File: config.mk
export PLATFORM = sky130hd
export DESIGN_NAME = asrx_top
export DESIGN_NICKNAME = d
export VERILOG_FILES = /design/src/design/asrx_pkg.sv /design/src/design/asrx_top.sv
export VERILOG_INCLUDE_DIRS = /design/src /design/src/design
export SDC_FILE = /design/constraint.sdc
export NUM_CORES = 1
export LEC_CHECK = 0
export ABC_CLOCK_PERIOD_IN_PS = 5100
export BUFFER_PORTS_ARGS = -buffer_cell sky130_fd_sc_hd__buf_4
export CAP_MARGIN = 10
export CELL_PAD_IN_SITES_DETAIL_PLACEMENT = 0
export CELL_PAD_IN_SITES_GLOBAL_PLACEMENT = 2
export CORE_ASPECT_RATIO = 1.4
export CORE_MARGIN = 2
export CORE_UTILIZATION = 45
export CTS_CLUSTER_SIZE = 24
export DETAILED_ROUTE_END_ITERATION = 7
export GPL_TIMING_DRIVEN = 0
export PLACE_DENSITY = 0.8
export SLEW_MARGIN = 20
export SYNTH_ARGS = -nofsm -noshare
export SYNTH_HDL_FRONTEND = slang
export SYNTH_HIERARCHICAL = 1
export SYNTH_SLANG_ARGS = --single-unit
File: constraint.sdc
create_clock -name ref_clk -period 5.1 [get_ports ref_clk]
set_input_delay 0.255 -clock ref_clk [delete_from_list [all_inputs] [get_ports ref_clk]]
set_output_delay 0.255 -clock ref_clk [all_outputs]
set_load 0.02 [all_outputs]
File: src/design/asrx_cfg.svh
`ifndef ASRX_CFG_SVH
`define ASRX_CFG_SVH
`define ASRX_OFS_CTRL1 8'h00
`define ASRX_OFS_CTRL2 8'h04
`define ASRX_OFS_STAT1 8'h08
`define ASRX_OFS_DATA 8'h0C
`define ASRX_OFS_BAUD 8'h10
`define ASRX_C1_EN 0
`define ASRX_C1_INV 1
`define ASRX_C1_NINE 2
`define ASRX_C2_TEIE 0
`define ASRX_C2_TX_COMPLETE_IRQ_ENABLE 1
`define ASRX_C2_RFIE 2
`define ASRX_C2_TXEN 3
`define ASRX_C2_RXEN 4
`define ASRX_C2_SBRK 5
`define ASRX_C2_TX8 6
`define ASRX_S1_TBE 0
`define ASRX_S1_TC 1
`define ASRX_S1_RF 2
`define ASRX_S1_OVR 3
`define ASRX_S1_NF 4
`define ASRX_S1_FE 5
`define ASRX_S1_R8 6
`define ASRX_BAUD_RST 16'h006C
`define ASRX_RT_LAST 5'h10
`define ASRX_RT_V1 5'h03
`define ASRX_RT_V2 5'h05
`define ASRX_RT_V3 5'h07
`define ASRX_RT_S1 5'h08
`define ASRX_RT_S2 5'h09
`define ASRX_RT_S3 5'h0A
`define ASRX_FIFO_DEPTH 32
`endif

File: src/design/asrx_pkg.sv
package asrx_pkg;
   typedef enum logic [1:0] {
      ASRX_IDLE = 2'b00,
      ASRX_START = 2'b01,
      ASRX_DATA = 2'b10,
      ASRX_STOP = 2'b11
   } asrx_rxst_e;
   typedef struct packed {
      logic ninth;
      logic [7:0] data;
   } asrx_char_s;
endpackage : asrx_pkg

File: src/design/asrx_top.sv
// Notes on behaviour
// - Transmit invert flips every driven level: idle, break, start, stop.
// - Buffer-to-shifter move sets tx empty flag; enable requests tx interrupt.
// - Tx complete only when shifter and buffer empty, no break/idle pending.
// - 8 or 9 bit characters; ninth-bit field is bit 8 or bit 7 copy.
// - Completed character goes to read buffer, sets rx full, may interrupt.
// - Receiver samples on an oversample tick at sixteen times baud rate.
// - Oversample count resyncs after start bit and on 1-to-0 data change.
// - Start search: zero after three ones; then count sixteen ticks per bit.
// - Verify start at ticks 3,5,7; two or more ones reject and restart.
// - Accepted start with exactly one verify sample high sets noise flag.
// - Data bit is majority of ticks 8-10; disagreement sets noise flag.
// - Start ticks 8-10 do not reject; any one there sets noise flag.
// - Stop majority zero sets framing error; disagreement sets noise flag.
// - Framing error rises with rx full, break characters included.
// - Unread buffer on completion: set overrun, keep old, drop new.
// - Module disabled forces tx empty and tx complete high, masks tx irq.
//
// Added by the designer: the register addresses and the APB slave port.
`timescale 1ns/1ps
`default_nettype none
`include "asrx_cfg.svh"

module asrx_fifo #(
   parameter int WIDTH = 9,
   parameter int DEPTH = 32
) (
   input wire logic clk,
   input wire logic rst,
   input wire logic in_valid,
   output logic in_ready,
   input wire logic [WIDTH-1:0] in_data,
   output logic out_valid,
   input wire logic out_ready,
   output logic [WIDTH-1:0] out_data
);
   localparam int AW = $clog2(DEPTH);
   logic [WIDTH-1:0] mem_r [DEPTH];
   logic [AW-1:0] wp_r, wp_nxt, rp_r, rp_nxt;
   logic [AW:0] cnt_r, cnt_nxt;
   logic push, pop;

   always_comb begin
      in_ready = (cnt_r != (AW+1)'(DEPTH));
      out_valid = (cnt_r != '0);
      out_data = mem_r[rp_r];
      push = in_valid & in_ready;
      pop = out_valid & out_ready;
      wp_nxt = push ? ((wp_r == AW'(DEPTH-1)) ? '0 : wp_r + 1'b1) : wp_r;
      rp_nxt = pop ? ((rp_r == AW'(DEPTH-1)) ? '0 : rp_r + 1'b1) : rp_r;
      cnt_nxt = cnt_r + (AW+1)'(push) - (AW+1)'(pop);
   end

   always_ff @(posedge clk or posedge rst) begin
      if (rst) begin
         wp_r <= '0;
         rp_r <= '0;
         cnt_r <= '0;
      end else begin
         wp_r <= wp_nxt;
         rp_r <= rp_nxt;
         cnt_r <= cnt_nxt;
      end
   end

   // Storage needs no reset; contents are qualified by the count
   always_ff @(posedge clk) begin
      if (push) begin
         mem_r[wp_r] <= in_data;
      end
   end
endmodule : asrx_fifo

////////////////////////////////////////////////////////////////////////////////

module asrx_top import asrx_pkg::*; #(
   parameter int FIFO_DEPTH = `ASRX_FIFO_DEPTH
) (
   input wire logic ref_clk,
   input wire logic rst,
   input wire logic psel,
   input wire logic penable,
   input wire logic pwrite,
   input wire logic [7:0] paddr,
   input wire logic [31:0] pwdata,
   output logic [31:0] prdata,
   output logic pready,
   output logic pslverr,
   input wire logic rxd,
   output logic txd,
   output logic tx_irq,
   output logic rx_irq
);
   // Control registers
   logic en_r, en_nxt, inv_r, inv_nxt, nine_r, nine_nxt;
   logic teie_r, teie_nxt, tx_complete_irq_enable_r, tx_complete_irq_enable_nxt, rfie_r, rfie_nxt;
   logic txen_r, txen_nxt, rxen_r, rxen_nxt, sbrk_r, sbrk_nxt, tx8_r, tx8_nxt;
   logic [15:0] baud_r, baud_nxt, bcnt_r, bcnt_nxt;
   logic [31:0] prdata_r, prdata_nxt;
   logic acc, hit, wr_data, rd_data, tick;
   logic tbe_flag, tc_flag;
   // Transmitter
   logic [10:0] tsh_r, tsh_nxt;
   logic [3:0] tleft_r, tleft_nxt, trt_r, trt_nxt;
   logic tbrk_r, tbrk_nxt, tbe_r, tbe_nxt, txd_r, txd_nxt;
   logic f_valid, f_ready, f_pop;
   asrx_char_s f_in, f_out;
   // Receiver
   logic [2:0] sync_r;
   logic rxf_r, rxf_nxt;
   asrx_rxst_e st_r, st_nxt;
   logic [4:0] rt_r, rt_nxt, cur;
   logic [2:0] hist_r, hist_nxt;
   logic [1:0] smp_r, smp_nxt, vone_r, vone_nxt;
   logic [3:0] bit_r, bit_nxt;
   logic [8:0] sh_r, sh_nxt;
   logic nfp_r, nfp_nxt, prev1_r, prev1_nxt, last_r, last_nxt;
   asrx_char_s rbuf_r, rbuf_nxt;
   logic rf_r, rf_nxt, ovr_r, ovr_nxt, nf_r, nf_nxt, fe_r, fe_nxt;
   logic [1:0] vsum;
   logic maj, split, advance, resync, done;

   ////////////////////////////////////////////////////////////////////////////
   // APB slave

   always_comb begin
      acc = psel & penable;
      hit = (paddr == `ASRX_OFS_CTRL1) | (paddr == `ASRX_OFS_CTRL2) |
            (paddr == `ASRX_OFS_STAT1) | (paddr == `ASRX_OFS_DATA) |
            (paddr == `ASRX_OFS_BAUD);
      // Full buffer stalls the bus instead of dropping the write
      pready = !(pwrite & (paddr == `ASRX_OFS_DATA) & !f_ready);
      pslverr = acc & !hit;
      prdata = prdata_r;
      wr_data = acc & pready & pwrite & (paddr == `ASRX_OFS_DATA);
      rd_data = acc & !pwrite & (paddr == `ASRX_OFS_DATA);
      tbe_flag = tbe_r | !en_r;
      tc_flag = (!(tleft_r != '0) & !f_valid & !tbrk_r & !sbrk_r) | !en_r;
      en_nxt = en_r;
      inv_nxt = inv_r;
      nine_nxt = nine_r;
      teie_nxt = teie_r;
      tx_complete_irq_enable_nxt = tx_complete_irq_enable_r;
      rfie_nxt = rfie_r;
      txen_nxt = txen_r;
      rxen_nxt = rxen_r;
      sbrk_nxt = sbrk_r;
      tx8_nxt = tx8_r;
      baud_nxt = baud_r;
      prdata_nxt = prdata_r;
      if (acc & pwrite & (paddr == `ASRX_OFS_CTRL1)) begin
         en_nxt = pwdata[`ASRX_C1_EN];
         inv_nxt = pwdata[`ASRX_C1_INV];
         nine_nxt = pwdata[`ASRX_C1_NINE];
      end
      if (acc & pwrite & (paddr == `ASRX_OFS_CTRL2)) begin
         teie_nxt = pwdata[`ASRX_C2_TEIE];
         tx_complete_irq_enable_nxt = pwdata[`ASRX_C2_TX_COMPLETE_IRQ_ENABLE];
         rfie_nxt = pwdata[`ASRX_C2_RFIE];
         txen_nxt = pwdata[`ASRX_C2_TXEN];
         rxen_nxt = pwdata[`ASRX_C2_RXEN];
         sbrk_nxt = pwdata[`ASRX_C2_SBRK];
         tx8_nxt = pwdata[`ASRX_C2_TX8];
      end
      if (acc & pwrite & (paddr == `ASRX_OFS_BAUD)) begin
         baud_nxt = pwdata[15:0];
      end
      // Read data is captured in the setup cycle
      if (psel & !penable) begin
         prdata_nxt = '0;
         unique case (paddr)
            `ASRX_OFS_CTRL1: begin
               prdata_nxt[`ASRX_C1_EN] = en_r;
               prdata_nxt[`ASRX_C1_INV] = inv_r;
               prdata_nxt[`ASRX_C1_NINE] = nine_r;
            end
            `ASRX_OFS_CTRL2: begin
               prdata_nxt[6:0] = {tx8_r, sbrk_r, rxen_r, txen_r, rfie_r, tx_complete_irq_enable_r, teie_r};
            end
            `ASRX_OFS_STAT1: begin
               prdata_nxt[`ASRX_S1_TBE] = tbe_flag;
               prdata_nxt[`ASRX_S1_TC] = tc_flag;
               prdata_nxt[`ASRX_S1_RF] = rf_r;
               prdata_nxt[`ASRX_S1_OVR] = ovr_r;
               prdata_nxt[`ASRX_S1_NF] = nf_r;
               prdata_nxt[`ASRX_S1_FE] = fe_r;
               prdata_nxt[`ASRX_S1_R8] = rbuf_r.ninth;
            end
            `ASRX_OFS_DATA: prdata_nxt[7:0] = rbuf_r.data;
            `ASRX_OFS_BAUD: prdata_nxt[15:0] = baud_r;
            default: prdata_nxt = '0;
         endcase
      end
      // Oversample tick, one pulse per divisor period
      tick = en_r & (bcnt_r == '0);
      bcnt_nxt = (!en_r | (bcnt_r == '0)) ? baud_r - 16'h0001 : bcnt_r - 16'h0001;
      tx_irq = en_r & ((teie_r & tbe_flag) | (tx_complete_irq_enable_r & tc_flag));
      rx_irq = rfie_r & rf_r;
   end

   always_ff @(posedge ref_clk or posedge rst) begin
      if (rst) begin
         en_r <= 1'b0;
         inv_r <= 1'b0;
         nine_r <= 1'b0;
         teie_r <= 1'b0;
         tx_complete_irq_enable_r <= 1'b0;
         rfie_r <= 1'b0;
         txen_r <= 1'b0;
         rxen_r <= 1'b0;
         sbrk_r <= 1'b0;
         tx8_r <= 1'b0;
         baud_r <= `ASRX_BAUD_RST;
         bcnt_r <= '0;
         prdata_r <= '0;
      end else begin
         en_r <= en_nxt;
         inv_r <= inv_nxt;
         nine_r <= nine_nxt;
         teie_r <= teie_nxt;
         tx_complete_irq_enable_r <= tx_complete_irq_enable_nxt;
         rfie_r <= rfie_nxt;
         txen_r <= txen_nxt;
         rxen_r <= rxen_nxt;
         sbrk_r <= sbrk_nxt;
         tx8_r <= tx8_nxt;
         baud_r <= baud_nxt;
         bcnt_r <= bcnt_nxt;
         prdata_r <= prdata_nxt;
      end
   end

   ////////////////////////////////////////////////////////////////////////////
   // Transmitter

   assign f_in = '{ninth: tx8_r, data: pwdata[7:0]};

   asrx_fifo #(.WIDTH(9), .DEPTH(FIFO_DEPTH)) u_txq (
      .clk(ref_clk),
      .rst(rst),
      .in_valid(wr_data),
      .in_ready(f_ready),
      .in_data(f_in),
      .out_valid(f_valid),
      .out_ready(f_pop),
      .out_data(f_out)
   );

   always_comb begin
      tsh_nxt = tsh_r;
      tleft_nxt = tleft_r;
      trt_nxt = trt_r;
      tbrk_nxt = tbrk_r;
      f_pop = 1'b0;
      if (!en_r) begin
         tleft_nxt = '0;
         tbrk_nxt = 1'b0;
      end else if (tleft_r == '0) begin
         trt_nxt = '0;
         if (txen_r & sbrk_r) begin
            tsh_nxt = '0;
            tleft_nxt = nine_r ? 4'hB : 4'hA;
            tbrk_nxt = 1'b1;
         end else if (tbrk_r) begin
            // One idle bit after a break marks the next start edge
            tsh_nxt = '1;
            tleft_nxt = 4'h1;
            tbrk_nxt = 1'b0;
         end else if (txen_r & f_valid) begin
            f_pop = 1'b1;
            tsh_nxt = nine_r ? {1'b1, f_out.ninth, f_out.data, 1'b0}
                             : {2'b11, f_out.data, 1'b0};
            tleft_nxt = nine_r ? 4'hB : 4'hA;
         end
      end else if (tick) begin
         trt_nxt = trt_r + 4'h1;
         if (trt_r == 4'hF) begin
            tsh_nxt = {1'b1, tsh_r[10:1]};
            tleft_nxt = tleft_r - 4'h1;
         end
      end
      tbe_nxt = f_pop | (tbe_r & !wr_data);
      txd_nxt = ((tleft_r != '0) ? tsh_r[0] : 1'b1) ^ inv_r;
   end

   always_ff @(posedge ref_clk or posedge rst) begin
      if (rst) begin
         tsh_r <= '1;
         tleft_r <= '0;
         trt_r <= '0;
         tbrk_r <= 1'b0;
         tbe_r <= 1'b1;
         txd_r <= 1'b1;
      end else begin
         tsh_r <= tsh_nxt;
         tleft_r <= tleft_nxt;
         trt_r <= trt_nxt;
         tbrk_r <= tbrk_nxt;
         tbe_r <= tbe_nxt;
         txd_r <= txd_nxt;
      end
   end

   assign txd = txd_r;

   ////////////////////////////////////////////////////////////////////////////
   // Receiver

   always_comb begin
      // Filtered level changes only when stages two and three agree
      rxf_nxt = (sync_r[1] == sync_r[2]) ? sync_r[2] : rxf_r;
      st_nxt = st_r;
      rt_nxt = rt_r;
      hist_nxt = hist_r;
      smp_nxt = smp_r;
      vone_nxt = vone_r;
      bit_nxt = bit_r;
      sh_nxt = sh_r;
      nfp_nxt = nfp_r;
      prev1_nxt = prev1_r;
      last_nxt = last_r;
      cur = (rt_r == `ASRX_RT_LAST) ? 5'h01 : rt_r + 5'h01;
      vsum = vone_r + {1'b0, rxf_r};
      maj = (smp_r[0] & smp_r[1]) | (smp_r[0] & rxf_r) | (smp_r[1] & rxf_r);
      split = !((smp_r == 2'b00) & !rxf_r) & !((smp_r == 2'b11) & rxf_r);
      // Falling edge after a decided one, outside the sample window
      resync = prev1_r & last_r & !rxf_r & ((cur > `ASRX_RT_S3) | (cur < `ASRX_RT_S1));
      advance = (cur == `ASRX_RT_LAST) | (resync & (cur > `ASRX_RT_S3));
      done = 1'b0;
      if (!en_r | !rxen_r) begin
         st_nxt = ASRX_IDLE;
         hist_nxt = '0;
      end else if (tick) begin
         last_nxt = rxf_r;
         unique case (st_r)
            ASRX_IDLE: begin
               hist_nxt = {hist_r[1:0], rxf_r};
               if ((hist_r == 3'b111) & !rxf_r) begin
                  st_nxt = ASRX_START;
                  rt_nxt = 5'h01;
                  vone_nxt = '0;
                  nfp_nxt = 1'b0;
                  hist_nxt = '0;
               end
            end
            ASRX_START: begin
               rt_nxt = cur;
               if ((cur == `ASRX_RT_V1) | (cur == `ASRX_RT_V2)) begin
                  vone_nxt = vsum;
               end
               if (cur == `ASRX_RT_V3) begin
                  if (vsum >= 2'h2) begin
                     st_nxt = ASRX_IDLE;
                     rt_nxt = '0;
                  end else if (vsum == 2'h1) begin
                     nfp_nxt = 1'b1;
                  end
               end
               if ((cur >= `ASRX_RT_S1) & (cur <= `ASRX_RT_S3) & rxf_r) begin
                  nfp_nxt = 1'b1;
               end
               if (cur == `ASRX_RT_LAST) begin
                  st_nxt = ASRX_DATA;
                  bit_nxt = '0;
                  prev1_nxt = 1'b0;
               end
            end
            ASRX_DATA, ASRX_STOP: begin
               rt_nxt = resync ? 5'h01 : cur;
               if (resync) begin
                  prev1_nxt = 1'b0;
               end
               if ((cur == `ASRX_RT_S1) | (cur == `ASRX_RT_S2)) begin
                  smp_nxt = {smp_r[0], rxf_r};
               end
               if (cur == `ASRX_RT_S3) begin
                  nfp_nxt = nfp_r | split;
                  if (st_r == ASRX_DATA) begin
                     sh_nxt = {maj, sh_r[8:1]};
                     prev1_nxt = maj;
                     bit_nxt = bit_r + 4'h1;
                  end else begin
                     done = 1'b1;
                     st_nxt = ASRX_IDLE;
                  end
               end
               if (advance & (st_r == ASRX_DATA) & (bit_r == (nine_r ? 4'h9 : 4'h8))) begin
                  st_nxt = ASRX_STOP;
               end
            end
         endcase
      end
      rbuf_nxt = rbuf_r;
      // Set wins over a read in the same cycle
      rf_nxt = rf_r & !rd_data;
      ovr_nxt = ovr_r & !rd_data;
      nf_nxt = nf_r & !rd_data;
      fe_nxt = fe_r & !rd_data;
      if (done) begin
         if (rf_r & !rd_data) begin
            ovr_nxt = 1'b1;
         end else begin
            rbuf_nxt.data = nine_r ? sh_r[7:0] : sh_r[8:1];
            rbuf_nxt.ninth = sh_r[8];
            rf_nxt = 1'b1;
            nf_nxt = nfp_r | split;
            fe_nxt = !maj;
         end
      end
   end

   always_ff @(posedge ref_clk or posedge rst) begin
      if (rst) begin
         sync_r <= 3'b111;
         rxf_r <= 1'b1;
         st_r <= ASRX_IDLE;
         rt_r <= '0;
         hist_r <= '0;
         smp_r <= '0;
         vone_r <= '0;
         bit_r <= '0;
         sh_r <= '0;
         nfp_r <= 1'b0;
         prev1_r <= 1'b0;
         last_r <= 1'b1;
         rbuf_r <= '0;
         rf_r <= 1'b0;
         ovr_r <= 1'b0;
         nf_r <= 1'b0;
         fe_r <= 1'b0;
      end else begin
         sync_r <= {sync_r[1:0], rxd};
         rxf_r <= rxf_nxt;
         st_r <= st_nxt;
         rt_r <= rt_nxt;
         hist_r <= hist_nxt;
         smp_r <= smp_nxt;
         vone_r <= vone_nxt;
         bit_r <= bit_nxt;
         sh_r <= sh_nxt;
         nfp_r <= nfp_nxt;
         prev1_r <= prev1_nxt;
         last_r <= last_nxt;
         rbuf_r <= rbuf_nxt;
         rf_r <= rf_nxt;
         ovr_r <= ovr_nxt;
         nf_r <= nf_nxt;
         fe_r <= fe_nxt;
      end
   end
endmodule : asrx_top

`default_nettype wire

==> metrics.cfg, run 1 <==
[clocking]
htreeDepth=2
cts_tree=built
cts_buffer_depth=3
hold_buffers=10
cts-root-buf=clkbuf_16
cts_sinks=431
clk_pin_slew_ns=0.06
cts_resized=0
clkLatencyLatePin_ns=0.57
postCtsSetupBuffers=0
cts_buffers=42

[timing]
rsz0062_at_grt=false
slew_headroom_pct=31.3
tightest_slew_ns=1.03
fin_crit_ns=4.35
fin_tns_setup_ns=0
setup_violations=0
max_freq_ghz=0.230
hold_viol=0
timing.final.crit_share_pct=85.4
setup_ws_ns=0.746
skew_ns=0.0255
drv_slew=0
hold_ws_ns=0.0570

[worst_setup_path]
worstReg2RegStart=tleft_r[0]
crit_type=reg2reg
cp-end-kind=flip-flop
crit_path_start=tleft_r[0]
start_kind=flip-flop
required_ns=5.54
worstPathArrival_ns=4.79
worst-path-max-fanout=9
cpMaxStageDelayCell=nor3b_1
path_cells=inv_1 -> ha_1 -> nor3b_1 -> nand2_1 -> nor4_1 -> nand2_1 -> inv_1 -> ha_1 -> inv_1 -> ha_1 -> a21o_1 -> a21oi_1 -> o2111a_1 -> a211oi_1
critPathMaxStageDelay_ns=0.81

[min_path]
min_from=pwrite
hold_path_class=in2reg

[logic_synthesis]
synth_top_area_share_pct=45.1
synth_cell_types=87
netlist_top_cells_area=edfxtp_1, dfrtp_1, mux4_2
avgSynthCellArea_um2=14.2
netlist_instances=1353
ys_ff_latch=431
synth_async_sr_flop_share_pct=33.2
ys.flop_type=edfxtp_1
seq_area_frac_synth_pct=63.9
synth_edf_count=288
syn_area_um2=19200
yosysWarnings=6
yosysTopAreaCell=edfxtp_1

[detailed_routing]
drtPass1Iterations=5
drc_errors=0
drt_iter0_drc=740
post_drt_wl_per_cell_um=21.7
antenna_left=0
vias_per_cell=5.56
vias=11400
drt-total-wl_mm=44.4

[grt]
grt_use_total_pct=20.5
antenna_found_initial=0
grt_max_degree=70
globalRouteOverflowTotal=0
grt_pass1_vias=11600
grt-busiest-layer=met2
use_met3_pct=2.63
grt_pass1_wl_mm=68.4
use_met2_pct=37.5
met1_usage_pct=25.0

[floorplanning]
die_x_um=178
fp-row-count=89
start_util_pct=45.6
die_h_um=248
die_area_um2=44300
pin_count=83
coreArea_um2=42100

[final_layout]
final_common_cell=edfxtp_1
drive_gt1_share_pct=19.8
area_delta_synth_final_pct=13.9
layout_common_cells=edfxtp_1, dfrtp_1, nand2_1
fin_nets=1549
diodes=0

[placement]
gp_congestion=0.833
pre_cts_slack_ns=0.675
place_hpwl_mm=30.8
port_buffers=49

[power]
powerDensity_nw_per_um2=388
p_leak_nw=7.91
peakVddDrop_mv=0.326

[job]
maxCapViolCount=0

[run_status]
status=completed

[cell type report]
type / count / area, um^2
Buffer: 82 / 444
Clock buffer: 52 / 1090
Clock inverter: 23 / 328
Fill cell: 3578 / 20300
Inverter: 37 / 146
Multi-Input combinational cell: 818 / 6400
Sequential cell: 431 / 12300
Tap cell: 546 / 683
Timing Repair Buffer: 60 / 495
[worst paths after layout]
kind | slack, ns | depth (start not counted) | to
max | 0.75 | 14 | u_txq/cnt_r[5]
min | 0.06 | 3 | ovr_r
max reg2reg | 0.75 | 14 | u_txq/cnt_r[5]
min reg2reg | 0.36 | 0 | sync_r[1]
max in group asynchronous | 4.06 | 4 | baud_r[5]
min in group asynchronous | 0.29 | 3 | vone_r[1]
[critical path, delay by kind of cell, from the launching register on]
family / cells / cell delay [ns]
AND/OR/NAND/NOR: 4 / 2.16
AO/OA/AOI/OAI: 4 / 0.73
adder cells (fa/ha/maj): 3 / 0.58
flip-flops: 1 / 0.40
buffers and inverters: 3 / 0.35
[cell usage after synthesis, drive strengths merged, types with 7 or more instances]
library cell / n
edfxtp: 288
dfrtp: 121
nand2: 107
nor2: 99
mux2i: 66
o21ai: 61
mux4: 55
a21oi: 53
buf: 47
mux2: 42
inv: 36
clkbuf: 35
ha: 30
dfstp: 22
nand3: 22
xnor2: 19
nor3: 16
o211ai: 15
a22oi: 14
o221ai: 13
xor2: 12
a2111oi: 11
a31oi: 11
nor4: 11
o22ai: 10
a22o: 9
nand3b: 9
or3: 8
and3: 7
nand2b: 7
nand4: 7
nor2b: 7
or2: 7
[state kept, by name, indices dropped and copies added, names as in the netlist, 3 cells and up]
| register | flops |
|---|---|
| baud_r | 16 |
| trt_r | 4 |
| u_txq/wp_r | 5 |
| u_txq/mem_r | 288 |
| u_txq/cnt_r | 6 |
| u_txq/rp_r | 5 |
| sh_r | 9 |
| sync_r | 3 |
| rt_r | 5 |
| tsh_r | 11 |
| bcnt_r | 16 |
| bit_r | 4 |
| hist_r | 3 |
| rbuf_r | 9 |
| prdata | 16 |
| tleft_r | 4 |
[routing by layer]
layer  up-vias  wire length, um
li1       5355                -
met4         0             1310
met5         -                0
met3        76             1650
met1      5700            18000
met2       267            23400
[power by group]
group	switching [W]	total [W]	leakage, nW	internal, W
Sequential	0.000111	0.00401	4.47	0.00389
Clock	0.00134	0.00322	0.685	0.00189
Combinational	0.000684	0.00124	2.75	0.000560
Total	0.00213	0.00847	7.91	0.00634
[logic make-up after synthesis]
kind of cell,Yosys count,synth area share (%)
AND/OR/NAND/NOR,331,8.47
flip-flops,431,63.9
multiplexers,163,12.4
XOR/XNOR,31,1.42
AO/OA/AOI/OAI,244,8.62
buffers and inverters,119,3.04
other,1,0.0196
adder cells (fa/ha/maj),33,2.17
[per-stage QoR]
stage               util [%]  cells  power [W]  cell area (um^2)
floorplan                  -   1368    0.00499             19200
global placement        48.2   1963    0.00531             20300
detailed placement      48.3   1964    0.00533             20300
CTS                     51.9   2049    0.00858             21800
global route            51.9   2049    0.00883             21800
finish                  51.9   2049    0.00847             21800
Note: power is estimated with default switching activity, not from simulation.
==> run 2, diff against run 1 <==
--- a/config.mk
+++ b/config.mk
@@ -9,15 +9,15 @@
 export ABC_CLOCK_PERIOD_IN_PS = 5100
 export BUFFER_PORTS_ARGS = -buffer_cell sky130_fd_sc_hd__buf_4
 export CAP_MARGIN = 10
-export CELL_PAD_IN_SITES_DETAIL_PLACEMENT = 0
-export CELL_PAD_IN_SITES_GLOBAL_PLACEMENT = 2
+export CELL_PAD_IN_SITES_DETAIL_PLACEMENT = 1
+export CELL_PAD_IN_SITES_GLOBAL_PLACEMENT = 1
 export CORE_ASPECT_RATIO = 1.4
-export CORE_MARGIN = 2
+export CORE_MARGIN = 3
 export CORE_UTILIZATION = 45
 export CTS_CLUSTER_SIZE = 24
 export DETAILED_ROUTE_END_ITERATION = 7
 export GPL_TIMING_DRIVEN = 0
-export PLACE_DENSITY = 0.8
+export PLACE_DENSITY = 0.71
 export SLEW_MARGIN = 20
 export SYNTH_ARGS = -nofsm -noshare
 export SYNTH_HDL_FRONTEND = slang
==> metrics.cfg, run 2 (same netlist as run 1, synthesis figures left out) <==
[floorplanning]
die_h_um=250
fp-row-count=88
die_area_um2=45200
coreArea_um2=41600
die_x_um=180
pin_count=83
start_util_pct=46.1

[min_path]
hold_path_class=in2reg
min_from=pwrite

[placement]
port_buffers=49
place_hpwl_mm=33.4
gp_congestion=0.854
dp_cells=1958

[final_layout]
seq_area_um2=12300
fin_nets=1550
diodes=0
final_cells=2043
largest_register_ffs=288
drive_gt1_share_pct=20.2
layout_common_cells=edfxtp_1, dfrtp_1, nand2_1
n_fill_cell=4080
multiInputGateArea_um2=6400
regMostFlops=u_txq/mem_r
final_common_cell=edfxtp_1
area_delta_synth_final_pct=13.9

[timing]
timing.final.crit_share_pct=83.1
setup_violations=0
rsz0062_at_grt=false
max_freq_ghz=0.236
fin_crit_ns=4.24
fin_tns_setup_ns=0
hold_viol=0
skew_ns=0.0210
slew_headroom_pct=27.8
tightest_slew_ns=1.08
drv_slew=0

[grt]
grt_pass1_vias=12900
grt_use_total_pct=21.4
globalRouteOverflowTotal=0
grt_max_degree=104
antenna_found_initial=0
grt_pass1_wl_mm=76.1

[power]
switching_share_pct=25.6
p_leak_nw=7.92
combPwrFrac_pct=14.9
power.internal_w=0.00636
seq_power_share_pct=46.9
pwr-share-clk_pct=38.2
switchingPower_w=0.00219
peakVddDrop_mv=0.301
powerDensity_nw_per_um2=391

[detailed_routing]
drt-total-wl_mm=48.2
drc_errors=0
drtPass1Iterations=5
drt_iter0_drc=675
antenna_left=0
post_drt_wl_per_cell_um=23.6
vias=11800
vias_per_cell=5.77

[worst_setup_path]
cp-end-kind=flip-flop
worst-path-max-fanout=10
critPathTopFamily=simple AND/OR/NAND/NOR gates
start_kind=flip-flop
r2r.worst_path.cells=13
required_ns=5.54
cpMaxStageDelayCell=or4_4
r2r-end=bcnt_r[12]
crit_path_start=bcnt_r[11]
endpoint=bcnt_r[12]
crit_type=reg2reg
worstReg2RegStart=bcnt_r[11]
critPathMaxStageDelay_ns=0.59
cp_num_cells=13
r2r_slack_ns=0.86
path_cells=or4_4 -> nand4bb_4 -> o21ai_0 -> buf_2 -> buf_2 -> mux2i_1 -> ha_1 -> o211ai_1 -> a31o_2 -> clkbuf_1 -> nor4_1 -> xnor2_1 -> mux2i_1
worstPathArrival_ns=4.67
crit_buf_inv=3

[clocking]
cts_sinks=431
cts_tree=built
htreeDepth=2
cts-root-buf=clkbuf_16
clk_pin_slew_ns=0.07
cts_resized=0
cts_buffer_depth=3
cts_buffers=43
clkLatencyLatePin_ns=0.57

[run_status]
status=completed

[job]
maxCapViolCount=0

-- run 2: stage by stage --
stage               utilization (%)  worst slack, ns  instance area [um^2]  power (W)  hold slack [ns]
finish                         52.5            0.864                 21800    0.00855           0.0789
global route                   52.5            0.446                 21800    0.00896           0.0747
floorplan                         -             1.50                 19200    0.00499            0.169
global placement               48.7           -0.231                 20300    0.00530            0.348
CTS                            52.5            0.742                 21800    0.00865           0.0538
detailed placement             48.8            0.836                 20300    0.00536            0.218
-- run 2: worst min path at each step --
stage	to	cells past startpoint
after global routing	ovr_r	3
final	ovr_r	3
after CTS	ovr_r	3
after global placement	sync_r[1]	0
after floorplan	u_txq/cnt_r[0]	1
after detailed placement	bit_r[0]	2
-- run 2: final cells by class --
class                   instances  area share (%)
multi-input cells             818            29.3
plain buffers                  82            2.03
well taps                     540            3.09
inverters                      37           0.670
clock inverters                29            1.59
clock buffers                  46            4.98
flip-flops and latches        431            56.1
repair buffers                 60            2.27
-- run 2: tightest hold or removal path, cell delays in order --
cell     delay (ns)
buf_4          0.11
nor2_1         0.06
a31oi_1        0.16
-- run 2: repair_timing --
item	4_1_cts	5_1_grt
buffers inserted	0	0
endpoints found under the hold margin	49	0
setup endpoints to repair	0	0
hold buffers	10	0
-- run 2: per-layer routing --
layer	GRT usage (%)	vias up	wire length (um)
met5	0	-	0
met4	6.69	0	1410
met3	2.75	71	1630
met2	39.8	239	26100
met1	25.7	6122	19100
li1	-	5357	-
-- run 2: power by group through the flow --
| stage | Clock (W) | Combinational [W] | Sequential, W |
|---|---|---|---|
| 6_report | 0.00327 | 0.00127 | 0.00401 |
| 5_1_grt | 0.00351 | 0.00142 | 0.00403 |
| 2_1_floorplan | 0 | 0.000940 | 0.00405 |
| 3_5_place_dp | 0 | 0.00128 | 0.00408 |
| 4_1_cts | 0.00335 | 0.00129 | 0.00401 |
| 3_3_place_gp | 0 | 0.00122 | 0.00407 |
